**src/xcvr_reset_consts.svh**
```systemverilog
`ifndef XCVR_RESET_CONSTS_SVH
`define XCVR_RESET_CONSTS_SVH
// Device register addresses (10-bit space)
`define ADDR_AMP_CTRL 10'h018
`define ADDR_SOFT_RESET 10'h02A
`define ADDR_TX_STAB 10'h02E
`define ADDR_RADIO_CTRL 10'h036
`define ADDR_BB_REG2 10'h03A
`define ADDR_BB_REG6 10'h03E
`define ADDR_ENERGY_TH 10'h03F
`define ADDR_RCFG0 10'h200
`define ADDR_RCFG1 10'h201
`define ADDR_RCFG2 10'h202
`define ADDR_RCFG6 10'h206
`define ADDR_RCFG7 10'h207
`define ADDR_RCFG8 10'h208
`define ADDR_SLEEP_CTRL1 10'h220
// Field positions
`define BIT_PWR_RST 2
`define BIT_BB_RST 1
`define BIT_MAC_RST 0
`define BIT_RADIO_SEQ_RST 2
// Reset values of the control registers
`define RESET_VALUE 8'h00
// Initialization values
`define INIT_SOFT_RESET 8'h07
`define INIT_AMP_CTRL 8'h98
`define INIT_TX_STAB 8'h95
`define INIT_RCFG0 8'h03
`define INIT_RCFG1 8'h01
`define INIT_RCFG2 8'h80
`define INIT_RCFG6 8'h90
`define INIT_RCFG7 8'h80
`define INIT_RCFG8 8'h10
`define INIT_SLEEP_CTRL1 8'h21
`define INIT_BB_REG2 8'h80
`define INIT_ENERGY_TH 8'h60
`define INIT_BB_REG6 8'h40
`define INIT_RADIO_RST_ON 8'h04
`define INIT_RADIO_RST_OFF 8'h00
`define RCFG0_LOW_NIBBLE 4'h3
// Times (us) and clock rate (MHz)
`define CLOCK_MHZ 20
`define T_POWERUP_US 2000
`define T_PIN_RELEASE_US 250
`define T_CALIBRATE_US 192
`define CYC_POWERUP (`T_POWERUP_US * `CLOCK_MHZ)
`define CYC_PIN_RELEASE (`T_PIN_RELEASE_US * `CLOCK_MHZ)
`define CYC_CALIBRATE (`T_CALIBRATE_US * `CLOCK_MHZ)
// Controller own register map
`define CTL_REG_CMD 4'h0
`define CTL_REG_STATUS 4'h1
`define CTL_REG_CHANNEL 4'h2
`define CTL_REG_ADDR 4'h3
`define CTL_REG_DATA 4'h4
`define CTL_REG_RDATA 4'h5
`define CMD_INIT 0
`define CMD_CHANNEL 1
`define CMD_WRITE 2
`define CMD_READ 3
`define CMD_PIN_RESET 4
`endif

```
**src/xcvr_reset_pkg.sv**
```systemverilog
package xcvr_reset_pkg;
  typedef logic [9:0] reg_addr_t;
  typedef logic [7:0] reg_data_t;
  typedef enum logic [1:0] {dev_in_reset, dev_release_wait, dev_running}
    dev_state_e;
endpackage

```
**src/xcvr_link_if.sv**
```systemverilog
`timescale 1ns/100ps
`default_nettype none
interface xcvr_link_if;
  logic reset_n;
  logic [9:0] addr;
  logic [7:0] wdata;
  logic wr;
  logic rd;
  logic [7:0] rdata;
  modport device (input reset_n, input addr, input wdata, input wr,
    input rd, output rdata);
  modport host (output reset_n, output addr, output wdata, output wr,
    output rd, input rdata);
endinterface
`default_nettype wire

```
**src/wait_timer.sv**
```systemverilog
`timescale 1ns/100ps
`default_nettype none
module wait_timer #(
  parameter int WIDTH = 16
) (
  input wire logic i_clock,
  input wire logic i_rst_b,
  input wire logic i_enable,
  input wire logic i_start,
  input wire logic [WIDTH-1:0] i_count,
  output logic o_busy
);
  logic [WIDTH-1:0] remaining;
  always_ff @(posedge i_clock or negedge i_rst_b) begin
    if (!i_rst_b) begin
      remaining <= '0;
    end else if (i_enable) begin
      if (i_start) begin
        remaining <= i_count;
      end else if (remaining != '0) begin
        remaining <= remaining - 1'b1;
      end
    end
  end
  assign o_busy = (remaining != '0);
endmodule // wait_timer
`default_nettype wire

```
**src/xcvr_host_end.sv**
```systemverilog
// The plain strobed port was chosen for this implementation.
`timescale 1ns/100ps
`default_nettype none
`include "xcvr_reset_consts.svh"
module xcvr_host_end
  import xcvr_reset_pkg::*;
#(
  parameter int POWERUP_CYCLES = `CYC_POWERUP,
  parameter int PIN_LOW_CYCLES = 4
) (
  input wire logic i_clock,
  input wire logic i_rst_b,
  input wire logic i_clk_en,
  input wire logic [3:0] i_addr,
  input wire logic [7:0] i_wdata,
  input wire logic i_wr,
  input wire logic i_rd,
  output logic [7:0] o_rdata,
  xcvr_link_if.host link
);
  logic [4:0] step;
  logic busy;
  logic is_init;
  logic [3:0] channel;
  logic [9:0] user_addr;
  logic [7:0] user_data;
  logic [7:0] last_rdata;
  logic rd_pend;
  logic wait_start;
  logic waiting;
  logic [31:0] wait_count;
  logic [2:0] pending_cmd;
  wait_timer #(.WIDTH(32)) u_wait (
    .i_clock(i_clock), .i_rst_b(i_rst_b), .i_enable(i_clk_en),
    .i_start(wait_start), .i_count(wait_count), .o_busy(waiting));
  // Sequence table: step -> address, data, wait after
  function automatic logic [49:0] seq_entry(input logic [4:0] s,
      input logic [3:0] ch);
    case (s)
      5'd0: seq_entry = {`ADDR_SOFT_RESET, `INIT_SOFT_RESET, 32'd0};
      5'd1: seq_entry = {`ADDR_AMP_CTRL, `INIT_AMP_CTRL, 32'd0};
      5'd2: seq_entry = {`ADDR_TX_STAB, `INIT_TX_STAB, 32'd0};
      5'd3: seq_entry = {`ADDR_RCFG0, `INIT_RCFG0, 32'd0};
      5'd4: seq_entry = {`ADDR_RCFG1, `INIT_RCFG1, 32'd0};
      5'd5: seq_entry = {`ADDR_RCFG2, `INIT_RCFG2, 32'd0};
      5'd6: seq_entry = {`ADDR_RCFG6, `INIT_RCFG6, 32'd0};
      5'd7: seq_entry = {`ADDR_RCFG7, `INIT_RCFG7, 32'd0};
      5'd8: seq_entry = {`ADDR_RCFG8, `INIT_RCFG8, 32'd0};
      5'd9: seq_entry = {`ADDR_SLEEP_CTRL1, `INIT_SLEEP_CTRL1, 32'd0};
      5'd10: seq_entry = {`ADDR_BB_REG2, `INIT_BB_REG2, 32'd0};
      5'd11: seq_entry = {`ADDR_ENERGY_TH, `INIT_ENERGY_TH, 32'd0};
      5'd12: seq_entry = {`ADDR_BB_REG6, `INIT_BB_REG6, 32'd0};
      5'd13: seq_entry = {`ADDR_RCFG0, ch, `RCFG0_LOW_NIBBLE, 32'd0};
      5'd14: seq_entry = {`ADDR_RADIO_CTRL, `INIT_RADIO_RST_ON, 32'd0};
      5'd15: seq_entry = {`ADDR_RADIO_CTRL, `INIT_RADIO_RST_OFF,
        32'(`CYC_CALIBRATE + 1)};
      default: seq_entry = '0;
    endcase
  endfunction
  wire [49:0] entry = seq_entry(step, channel);
  wire sw_cmd = i_wr && i_addr == `CTL_REG_CMD;
  always_ff @(posedge i_clock or negedge i_rst_b) begin
    if (!i_rst_b) begin
      channel <= 4'h0;
      user_addr <= 10'h000;
      user_data <= 8'h00;
    end else if (i_clk_en && i_wr) begin
      if (i_addr == `CTL_REG_CHANNEL) channel <= i_wdata[3:0];
      if (i_addr == `CTL_REG_ADDR) user_addr <= {i_wdata[1:0], 8'h00} | 10'(user_addr[7:0]);
      if (i_addr == `CTL_REG_DATA) user_data <= i_wdata;
      if (i_addr == `CTL_REG_RDATA) user_addr <= {user_addr[9:8], i_wdata};
    end
  end
  // Sequencer; starts with the pin reset and power-up wait after reset
  always_ff @(posedge i_clock or negedge i_rst_b) begin
    if (!i_rst_b) begin
      busy <= 1'b1;
      is_init <= 1'b1;
      step <= 5'd0;
      pending_cmd <= 3'(`CMD_PIN_RESET);
      link.reset_n <= 1'b0;
      link.addr <= 10'h000;
      link.wdata <= 8'h00;
      link.wr <= 1'b0;
      link.rd <= 1'b0;
      wait_start <= 1'b0;
      wait_count <= 32'd0;
    end else if (i_clk_en) begin
      link.wr <= 1'b0;
      link.rd <= 1'b0;
      wait_start <= 1'b0;
      if (!busy && sw_cmd) begin
        busy <= 1'b1;
        pending_cmd <= i_wdata[2:0];
        is_init <= (i_wdata[2:0] == 3'(`CMD_INIT));
        step <= (i_wdata[2:0] == 3'(`CMD_CHANNEL)) ? 5'd13 : 5'd0;
        if (i_wdata[2:0] == 3'(`CMD_PIN_RESET)) begin
          link.reset_n <= 1'b0;
          wait_start <= 1'b1;
          wait_count <= 32'(PIN_LOW_CYCLES);
        end
      end else if (busy && !waiting && !wait_start) begin
        if (pending_cmd == 3'(`CMD_PIN_RESET)) begin
          link.reset_n <= 1'b1;
          wait_start <= 1'b1;
          wait_count <= 32'(POWERUP_CYCLES);
          pending_cmd <= 3'(`CMD_INIT);
          is_init <= 1'b1;
          step <= 5'd0;
        end else if (pending_cmd == 3'(`CMD_WRITE)
            || pending_cmd == 3'(`CMD_READ)) begin
          link.addr <= user_addr;
          link.wdata <= user_data;
          link.wr <= (pending_cmd == 3'(`CMD_WRITE));
          link.rd <= (pending_cmd == 3'(`CMD_READ));
          busy <= 1'b0;
        end else begin
          link.addr <= entry[49:40];
          link.wdata <= entry[39:32];
          link.wr <= 1'b1;
          if (entry[31:0] != 32'd0) begin
            wait_start <= 1'b1;
            wait_count <= entry[31:0];
          end
          if (step == 5'd15) begin
            busy <= 1'b0;
          end else begin
            step <= step + 5'd1;
          end
        end
      end
    end
  end
  always_ff @(posedge i_clock or negedge i_rst_b) begin
    if (!i_rst_b) begin
      rd_pend <= 1'b0;
      last_rdata <= 8'h00;
      o_rdata <= 8'h00;
    end else if (i_clk_en) begin
      rd_pend <= link.rd;
      // Link read data stand from the edge after the strobe
      if (rd_pend) last_rdata <= link.rdata;
      if (i_rd) begin
        case (i_addr)
          `CTL_REG_STATUS: o_rdata <= {6'h00, is_init, busy};
          `CTL_REG_CHANNEL: o_rdata <= {4'h0, channel};
          `CTL_REG_DATA: o_rdata <= user_data;
          `CTL_REG_RDATA: o_rdata <= last_rdata;
          default: o_rdata <= 8'h00;
        endcase
      end
    end
  end
endmodule // xcvr_host_end
`default_nettype wire

```
**src/flat_wrapper.sv**
```systemverilog
// flat-port wrapper written by rule: the top's interface ports become plain ports
module xcvr_host_end_flat import xcvr_reset_pkg::*;
#(
  parameter int POWERUP_CYCLES = `CYC_POWERUP,
  parameter int PIN_LOW_CYCLES = 4
)
  (i_clock, i_rst_b, i_clk_en, i_addr, i_wdata, i_wr, i_rd, o_rdata, link_reset_n, link_addr, link_wdata, link_wr, link_rd, link_rdata);
  xcvr_link_if link_i ();
  input wire logic i_clock;
  input wire logic i_rst_b;
  input wire logic i_clk_en;
  input wire logic [3:0] i_addr;
  input wire logic [7:0] i_wdata;
  input wire logic i_wr;
  input wire logic i_rd;
  output logic [7:0] o_rdata;
  output wire logic [$bits(link_i.reset_n)-1:0] link_reset_n;
  output wire logic [$bits(link_i.addr)-1:0] link_addr;
  output wire logic [$bits(link_i.wdata)-1:0] link_wdata;
  output wire logic [$bits(link_i.wr)-1:0] link_wr;
  output wire logic [$bits(link_i.rd)-1:0] link_rd;
  input wire logic [$bits(link_i.rdata)-1:0] link_rdata;
  assign link_reset_n = link_i.reset_n;
  assign link_addr = link_i.addr;
  assign link_wdata = link_i.wdata;
  assign link_wr = link_i.wr;
  assign link_rd = link_i.rd;
  assign link_i.rdata = link_rdata;
  xcvr_host_end #(.POWERUP_CYCLES(POWERUP_CYCLES), .PIN_LOW_CYCLES(PIN_LOW_CYCLES)) u_core (.i_clock(i_clock), .i_rst_b(i_rst_b), .i_clk_en(i_clk_en), .i_addr(i_addr), .i_wdata(i_wdata), .i_wr(i_wr), .i_rd(i_rd), .o_rdata(o_rdata), .link(link_i));
endmodule
```
**config.mk**
```make
export PLATFORM = sky130hd
export DESIGN_NAME = xcvr_host_end_flat
export DESIGN_NICKNAME = d
export VERILOG_FILES = /design/src/xcvr_reset_pkg.sv /design/src/xcvr_link_if.sv /design/src/wait_timer.sv /design/src/xcvr_host_end.sv /design/src/flat_wrapper.sv
export VERILOG_INCLUDE_DIRS = /design/src /design/src/src
export SDC_FILE = /design/constraint.sdc
export NUM_CORES = 1
export LEC_CHECK = 0
export ABC_AREA = 1
export BUFFER_PORTS_ARGS = -buffer_cell sky130_fd_sc_hd__buf_2
export CORE_MARGIN = 1
export CORE_UTILIZATION = 50
export DETAILED_ROUTE_END_ITERATION = 10
export PLACE_DENSITY = 0.71
export SLEW_MARGIN = 40
export SYNTH_ARGS = -nofsm -noshare
export SYNTH_HDL_FRONTEND = slang
export SYNTH_HIERARCHICAL = 1
export SYNTH_SLANG_ARGS = --single-unit
```
**constraint.sdc**
```tcl
create_clock -name i_clock -period 2.2 [get_ports i_clock]
set_input_delay 0.11 -clock i_clock [delete_from_list [all_inputs] [get_ports i_clock]]
set_output_delay 0.11 -clock i_clock [all_outputs]
set_load 0.005 [all_outputs]
```
==> results of run 1 <==
[worst max path at each step]
stage                                     from                   end  cells after the start
floorplan           u_core/u_wait/remaining[0]  u_core/link.wdata[5]                     12
global placement    u_core/u_wait/remaining[0]   u_core/link.addr[5]                     13
CTS                 u_core/u_wait/remaining[1]        u_core/is_init                     12
global route        u_core/u_wait/remaining[1]  u_core/link.wdata[7]                     12
finish              u_core/u_wait/remaining[1]   u_core/link.addr[1]                     12
detailed placement  u_core/u_wait/remaining[1]   u_core/link.addr[4]                     13
[worst max-delay path, cell delays in order (launching register included)]
cell       delay, ps
dfrtp_1          390
inv_2             80
ha_4             150
nand2_4           50
nor2_4            90
nand2_2           80
nor2_4           120
nand4_1          200
nor3_4           350
nand3_4          160
clkbuf_16        210
a21oi_1          120
a21oi_1           80
[cells by family after synthesis]
group | after synthesis | synth area share
AO/OA/AOI/OAI | 135 | 0.1210
XOR/XNOR | 2 | 0.002698
adder cells (fa/ha/maj) | 7 | 0.01349
buffers and inverters | 106 | 0.07456
flip-flops | 107 | 0.4129
multiplexers | 8 | 0.01387
other | 1 | 0.0005775
AND/OR/NAND/NOR | 550 | 0.3609
[cells in the mapped netlist, types with 9 or more instances]
cell type / n / area share
nand4_1: 10 / 0.0096
nand3_1: 70 / 0.054
o21ai_2: 20 / 0.027
dfrtp_1: 104 / 0.40
a21oi_1: 43 / 0.033
buf_6: 9 / 0.016
o21ai_0: 58 / 0.045
nand2_1: 304 / 0.18
nor2_2: 11 / 0.011
inv_1: 71 / 0.041
nor2_1: 130 / 0.075
[area by class of cell]
type	count	area share
multi-input cells	726	0.4598
inverters	81	0.04049
well taps	172	0.02731
clock buffers	10	0.02906
repair inverters	1	0.001429
clock inverters	6	0.008257
flip-flops and latches	107	0.3403
repair buffers	103	0.09336
[where the power goes]
part,internal (W),leakage [nW],switching [W]
logic,0.00116,2.57,0.00198
clock network,0.000804,0.144,0.000815
registers,0.00233,1.43,0.000367
[per-stage QoR]
step / cell area [um2] / setup TNS (ps)
finish: 7880 / 0
global route: 7880 / -2464
CTS: 7565 / 0
detailed placement: 7161 / -1584
global placement: 7146 / 0
floorplan: 6576 / 0
[sequential cells by signal (all words and copies together), names as in the netlist, 5 cells and up]
| signal | flops |
|---|---|
| u_core/link.addr | 10 |
| u_core/last_rdata | 8 |
| u_core/user_data | 8 |
| u_core/u_wait/remaining | 32 |
| u_core/step | 5 |
| u_core/user_addr | 10 |
| u_core/link.wdata | 8 |
| u_core/o_rdata | 8 |
[timing repair]
action | 4_1_cts | 5_1_grt
resized for setup | 1 | 64
gates cloned | 0 | 4
hold buffers | 10 | 0
buffers inserted | 1 | 4
endpoints found under the hold margin | 41 | 0
setup endpoints to repair | 22 | 32
pin swaps | 1 | 13
[per-layer routing]
layer,vias up,global-route usage,part of all wire
met5,-,0,0.00059
met4,2,0.09487,0.024
met3,26,0.05649,0.041
met2,128,0.4464,0.49
met1,2831,0.3368,0.45
li1,3128,-,-
==> impl_results.md, run 1 <==
* Status: finished, final reports clean
* Post-Syn Instances at 916
* Final design utilization at 0.6244
* IO buf count at 53
* DIE WIDTH at 116.0 um
* DRC violations left at 0
* Worst slew pin tran at 518.3 ps
* Share of layout cells above drive strength 1 at 0.2244
* Worst-path maximum fanout at 12
* VDD IR-drop max at about 0.42 mV
* Routability Congestion at between 0.9 and 1
* HP Class: in2reg
* First-pass GRT wire length at 27670 um
* Async set-reset flop share out of synthesis at 1.000
* Most frequent cells in the layout: 290 x nand2_1, 122 x nor2_1, 104 x dfrtp_1, 70 x nand3_1, 67 x inv_1
* Crit path DAT at 2450 ps
* Main synth FF type: dfrtp_1
* Ports at 54
* Pre-CTS setup slack at -118.8 ps
* WP data required at 2450 ps
* CTS H-Tree Depth at 3
* # setup viols final at 0
* # nets final at between 1000 and 1500
* PnR worst setup slack at approximately 4.8 ps
* Power Density at 946.7 nW/um2
* Post-route ant nets at 0
* Power Total at 0.007460 W
* Synth Register Bits at 107
* Max Slew Vio Count at 0
* Largest net degree at the start of global routing at 47
* Crit path capture type: flip-flop
* Vias in the first global route at just under 6000
* Fin cells at 1206
* Longest Clk Path Bufs at 2
* Reg2Reg Depth at 12
* Core Area at 12620 um2
* Placed insts at 1171
* R2R Path Start: u_core/u_wait/remaining[1]
* Number of flops mapped to enable cells by yosys at 0
* Row count at 41
* Reg-to-reg endpoint: u_core/link.addr[1]
* Seq/Total Area, Yosys at 0.4129
* Synthesized area per cell at between 7 and 8 um2
* Smallest hold slack at approximately 15 ps
* Final worst-path cycle share at 0.9978
* Initial Util at 0.5146
* DP HPWL at 12020 um
* Clk_lat worst skew at 360 ps
* RSZ-0062 raised after global routing: true
* Fin. Hold Viols at 0
* CTS Root Cell: clkbuf_16
* Clk_skew at about 12 ps
* FF/Latch Area at ~2700 um2
* Fmax achieved at 455.5 MHz
* Layout area overhead at 21.35%
* Max-cap violation count at 0
* Overflow after GRT at 0
* Die area at around 13000 um2
* Hold Path Sink: u_core/pending_cmd[0]
* Multi-input logic area at 3623 um2
* Pre-antenna DRT Iters at 5
* Clock Pin Slew Worst Setup and Hold Paths at 80 ps
* Ant. Diodes at 0
* Mapped Area at roughly 6500 um2
* Initial antenna violation count at 1
* CTS tree: done
* Most common cell after layout, fill and taps aside: nand2_1
* Worst R2R Setup Slack at 5 ps
* Num CTS Buffers at 9
* CTS sink count at 107
* Post-synth cell types at just over 40
* Drt total wl at about 17000 um
* Hold path depth at 3
* DR vias/cell at between 5 and 6
* Critical Path Start Type: flip-flop
* Die Height at 116.0 um
* Crit Path Category: reg2reg
* Fillers at 1223
* Leakage at 4.147 nW
* Worst hold start: i_wdata[0]
* Synth warn at 6
* Wire per inst at ~14 um
* Gr usage total at 0.2652
* Max transition margin at 0.6535
* Final Critical Period at 2195 ps
* Initial DRC count at 429
* Via count at 6115
(Power assumes the default switching activity.)
==> run 2: changes to the inputs <==
ABC_AREA = unset   (was 1)
PLACE_DENSITY = 0.72   (was 0.71)
==> run 2 against run 1 <==
Net effect:
- sequential cell count unchanged
- via count down 6.5%
- synthesized cell count down 30%
- synthesized area down 8.4%
- clock power about the same
- the flow now finishes with violations (design-rule violations, negative setup slack)
- sequential share of layout area up 0.059 points
- sequential power down 4%
- critical path depth unchanged
- clock-buffer cell count unchanged
- hold slack better by 3.3 ps
- worst setup slack worse by 530 ps
- utilization up 5.9 points
==> impl_results.md, run 2 <==
* Status: complete, but fails checks (was finished, final reports clean)
* Violated checks: design-rule violations, negative setup slack
* Worst-path maximum fanout at 5 (was 12)
* Drt total wl at 17780 um (was 16890 um)
* Top cell type by total area after synthesis: dfrtp_1 (unchanged)
* Ant. Diodes at 0 (unchanged)
* Ports at 54 (unchanged)
* Fillers at 867 (was 1223)
* Worst hold start: link_rdata[3] (was i_wdata[0])
* Fin cells at 941 (was 1206)
* Overflow after GRT at 0 (unchanged)
* Initial Util at 0.5164 (was 0.5146)
* Max reg flops at 32 (unchanged)
* Die area at 12330 um2 (was 13450 um2)
* Met1 WL at 7673 um (was 7553 um)
* R2R Path Start: u_core/u_wait/remaining[1] (unchanged)
* Routed length on met3 at 1032 um (was 691 um)
* WP data required at 2450 ps (about the same)
* Most common cell after layout, fill and taps aside: dfrtp_1 (was nand2_1)
* Num CTS Buffers at 9 (unchanged)
* Post-synth cell types at 74 (was 41)
* Synthesized area per cell at 9.292 um2 (was 7.089 um2)
* Max transition margin at 0.6389 (was 0.6535)
* Placed insts at 892 (was 1171)
* Crit path DAT at 2980 ps (was 2450 ps)
* Gr usage total at 0.2973 (was 0.2652)
* Biggest register: u_core/u_wait/remaining (unchanged)
* Reg-to-reg endpoint: u_core/link.addr[5] (was u_core/link.addr[1])
* RSZ-0062 raised after global routing: true (unchanged)
* Pre-antenna DRT Iters at 9 (was 5)
* Leakage at 3.542 nW (was 4.147 nW)
* VDD IR-drop max at 0.5414 mV (was 0.4163 mV)
* Most frequent cells in the layout: 103 x dfrtp_1, 81 x buf_4, 55 x nor2_1, 52 x buf_2, 44 x a21oi_1 (was 290 x nand2_1, 122 x nor2_1, 104 x dfrtp_1, 70 x nand3_1, 67 x inv_1)
* PnR worst setup slack at -524.0 ps (was 4.792 ps)
* DP HPWL at 11880 um (was 12020 um)
* Share of layout cells above drive strength 1 at 0.3421 (was 0.2244)
* Main synth FF type: dfrtp_1 (unchanged)
* Count leader, synth: dfrtp_1 (was nand2_1)
* Layout area overhead at 32.34% (was 21.35%)
* CTS Root Cell: clkbuf_16 (unchanged)
* Vias in the first global route at 5636 (was 5772)
* Reg2Reg Depth at 12 (unchanged)
* Final worst-path cycle share at 1.238 (was 0.9978)
* Max Slew Vio Count at 0 (unchanged)
* CTS sink count at 107 (unchanged)
* Power Density at 854.9 nW/um2 (was 946.7 nW/um2)
* DRC violations left at 7 (was 0)
* Post-Syn Instances at 640 (was 916)
* Core Area at 11520 um2 (was 12620 um2)
* Seq/Total Area, Yosys at 0.4509 (was 0.4129)
* Final Critical Period at 2724 ps (was 2195 ps)
* Biggest regs: u_core/u_wait/remaining: 32 flops, u_core/link.addr: 10 flops, u_core/user_addr: 10 flops (unchanged)
* Longest Clk Path Bufs at 2 (unchanged)
* Async set-reset flop share out of synthesis at 1.000 (unchanged)
* Synth Register Bits at 107 (unchanged)
* Crit path capture type: flip-flop (unchanged)
* # nets final at 825 (was 1061)
* Routability Congestion at 0.8782 (was 0.9250)
* Most instantiated cells after synthesis: 104 x dfrtp_1, 65 x o21ai_0, 57 x nor2_1 (was 304 x nand2_1, 130 x nor2_1, 104 x dfrtp_1)
* Area contributors post-synth: dfrtp_1 44%, mux2_2 6.1%, o21ai_0 5.5% (was dfrtp_1 40%, nand2_1 18%, nor2_1 7.5%)
* Initial DRC count at 494 (was 429)
* Worst slew pin tran at 527.9 ps (was 518.3 ps)
* DIE WIDTH at 111.1 um (was 116.0 um)
* CTS tree: done (unchanged)
* Post-route ant nets at 0 (unchanged)
* Number of flops mapped to enable cells by yosys at 0 (unchanged)
* Largest net degree at the start of global routing at 46 (was 47)
* First-pass GRT wire length at 28980 um (was 27670 um)
* Wire per inst at 18.89 um (was 14.01 um)
* Top Layer Used: met4 (was met5)
* Row count at 39 (was 41)
* Fmax achieved at 367.1 MHz (was 455.5 MHz)
* Crit path launch: u_core/u_wait/remaining[1] (unchanged)
* WL met2 at 8721 um (was 8241 um)
* Clk_lat worst skew at 360 ps (about the same)
* Via count at 5719 (was 6115)
* Initial antenna violation count at 0 (was 1)
* IO buf count at 53 (unchanged)
* Clk_skew at 11.05 ps (was 11.93 ps)
* Pre-CTS setup slack at -522.3 ps (was -118.8 ps)
* Yosys top cell area share at 0.4376 (was 0.4008)
* CTS H-Tree Depth at 3 (unchanged)
* Crit Path Category: reg2reg (unchanged)
* Final design utilization at 0.6834 (was 0.6244)
* Die Height at 111.1 um (was 116.0 um)
* DR vias/cell at 6.078 (was 5.070)
* Critical Path Start Type: flip-flop (unchanged)
* Max-cap violation count at 0 (unchanged)
* Fin. Hold Viols at 0 (unchanged)
* Mapped Area at 5947 um2 (was 6494 um2)
* # setup viols final at 67 (was 0)
* Synth warn at 6 (unchanged)
* HP Class: in2reg (unchanged)
* Worst R2R Setup Slack at -520 ps (was 5 ps)
* Worst Setup EP: u_core/link.addr[5] (was u_core/link.addr[1])
* Clock Pin Slew Worst Setup and Hold Paths at 80 ps (about the same)
-- run 2: cell types whose count changed after synthesis, moves of 20 or more --
cell      previous run  this run
mux2_2               8        32
nand3_1             70        19
nand2_1            304        45
o21ai_2             20         0
nor2_1             130        57
clkbuf_1             4        26
nor3_1               1        25
inv_1               71        19
-- run 2: worst min path at each step --
stage / endpoint / cells after the start
final: u_core/last_rdata[3] / 2
after global routing: u_core/last_rdata[0] / 2
after CTS: u_core/last_rdata[0] / 2
after detailed placement: u_core/u_wait/remaining[5] / 1
after global placement: u_core/u_wait/remaining[5] / 1
after floorplan: u_core/channel[0] / 0
-- run 2: metal layers --
metal  global-route usage  vias up
met5                    0        -
met2               0.4881      206
li1                     -     2663
met1               0.4032     2817
met3              0.05030       33
met4              0.09459        0
-- run 2: critical path, stage by stage, from the launching register on --
cell and delay [ps]:
dfrtp_1 390, inv_2 80, ha_4 130, or3b_4 390, nor4_4 270, nand2_1 100, nor3_2 180, inv_1 90
and4bb_4 370, nand2_4 100, nor4_4 310, o2bb2ai_1 140, a21oi_1 80
-- run 2: metrics by stage --
stage	setup TNS (ps)	total power, W	hold slack [ps]	instance area, um2
finish	-26420	0.006728	18.65	7870
CTS	-22890	0.006598	6.635	7764
detailed placement	-22260	0.004835	71.37	6997
global route	-33750	0.007064	8.873	7870
floorplan	-13920	0.003803	-185.6	6188
global placement	-17340	0.004762	67.42	6997
-- run 2: layout make-up --
class / count / area, um2 / area share
sequential: 107 / 2683 / 0.3409
tap: 143 / 178.9 / 0.02273
clock inverter: 6 / 55.05 / 0.006995
multi-input combinational: 494 / 3391 / 0.4308
clock buffer: 10 / 239.0 / 0.03037
timing repair buffer: 162 / 1252 / 0.1591
inverter: 19 / 71.32 / 0.009062
-- run 2: cell families (layout without fill, tap and decap cells) --
family,after synthesis,in the layout,synth area share
other,1,23,0.0006306
xor gates and xnor gates,1,1,0.001473
DFF,107,107,0.4509
adders and majority gates,7,7,0.01473
buffers and inverters,62,197,0.04439
AOI/OAI and AO/OA,197,197,0.2106
muxes,40,40,0.07490
and+or+nand+nor,225,226,0.2024
-- run 2: timing repair --
action                     CTS  global route
pin swaps                   17            12
gates cloned                 3             1
hold buffers                 8             0
buffers inserted            36             7
setup endpoints to repair   67            67
resized for setup           62            29
hold endpoints to repair    36             0
-- run 2: report_power, final --
group	total (W)	switching, W	internal (W)
Combinational	0.00254	0.00134	0.00120
Sequential	0.00258	0.000267	0.00232
Clock	0.00161	0.000787	0.000822
Total	0.00673	0.00239	0.00434
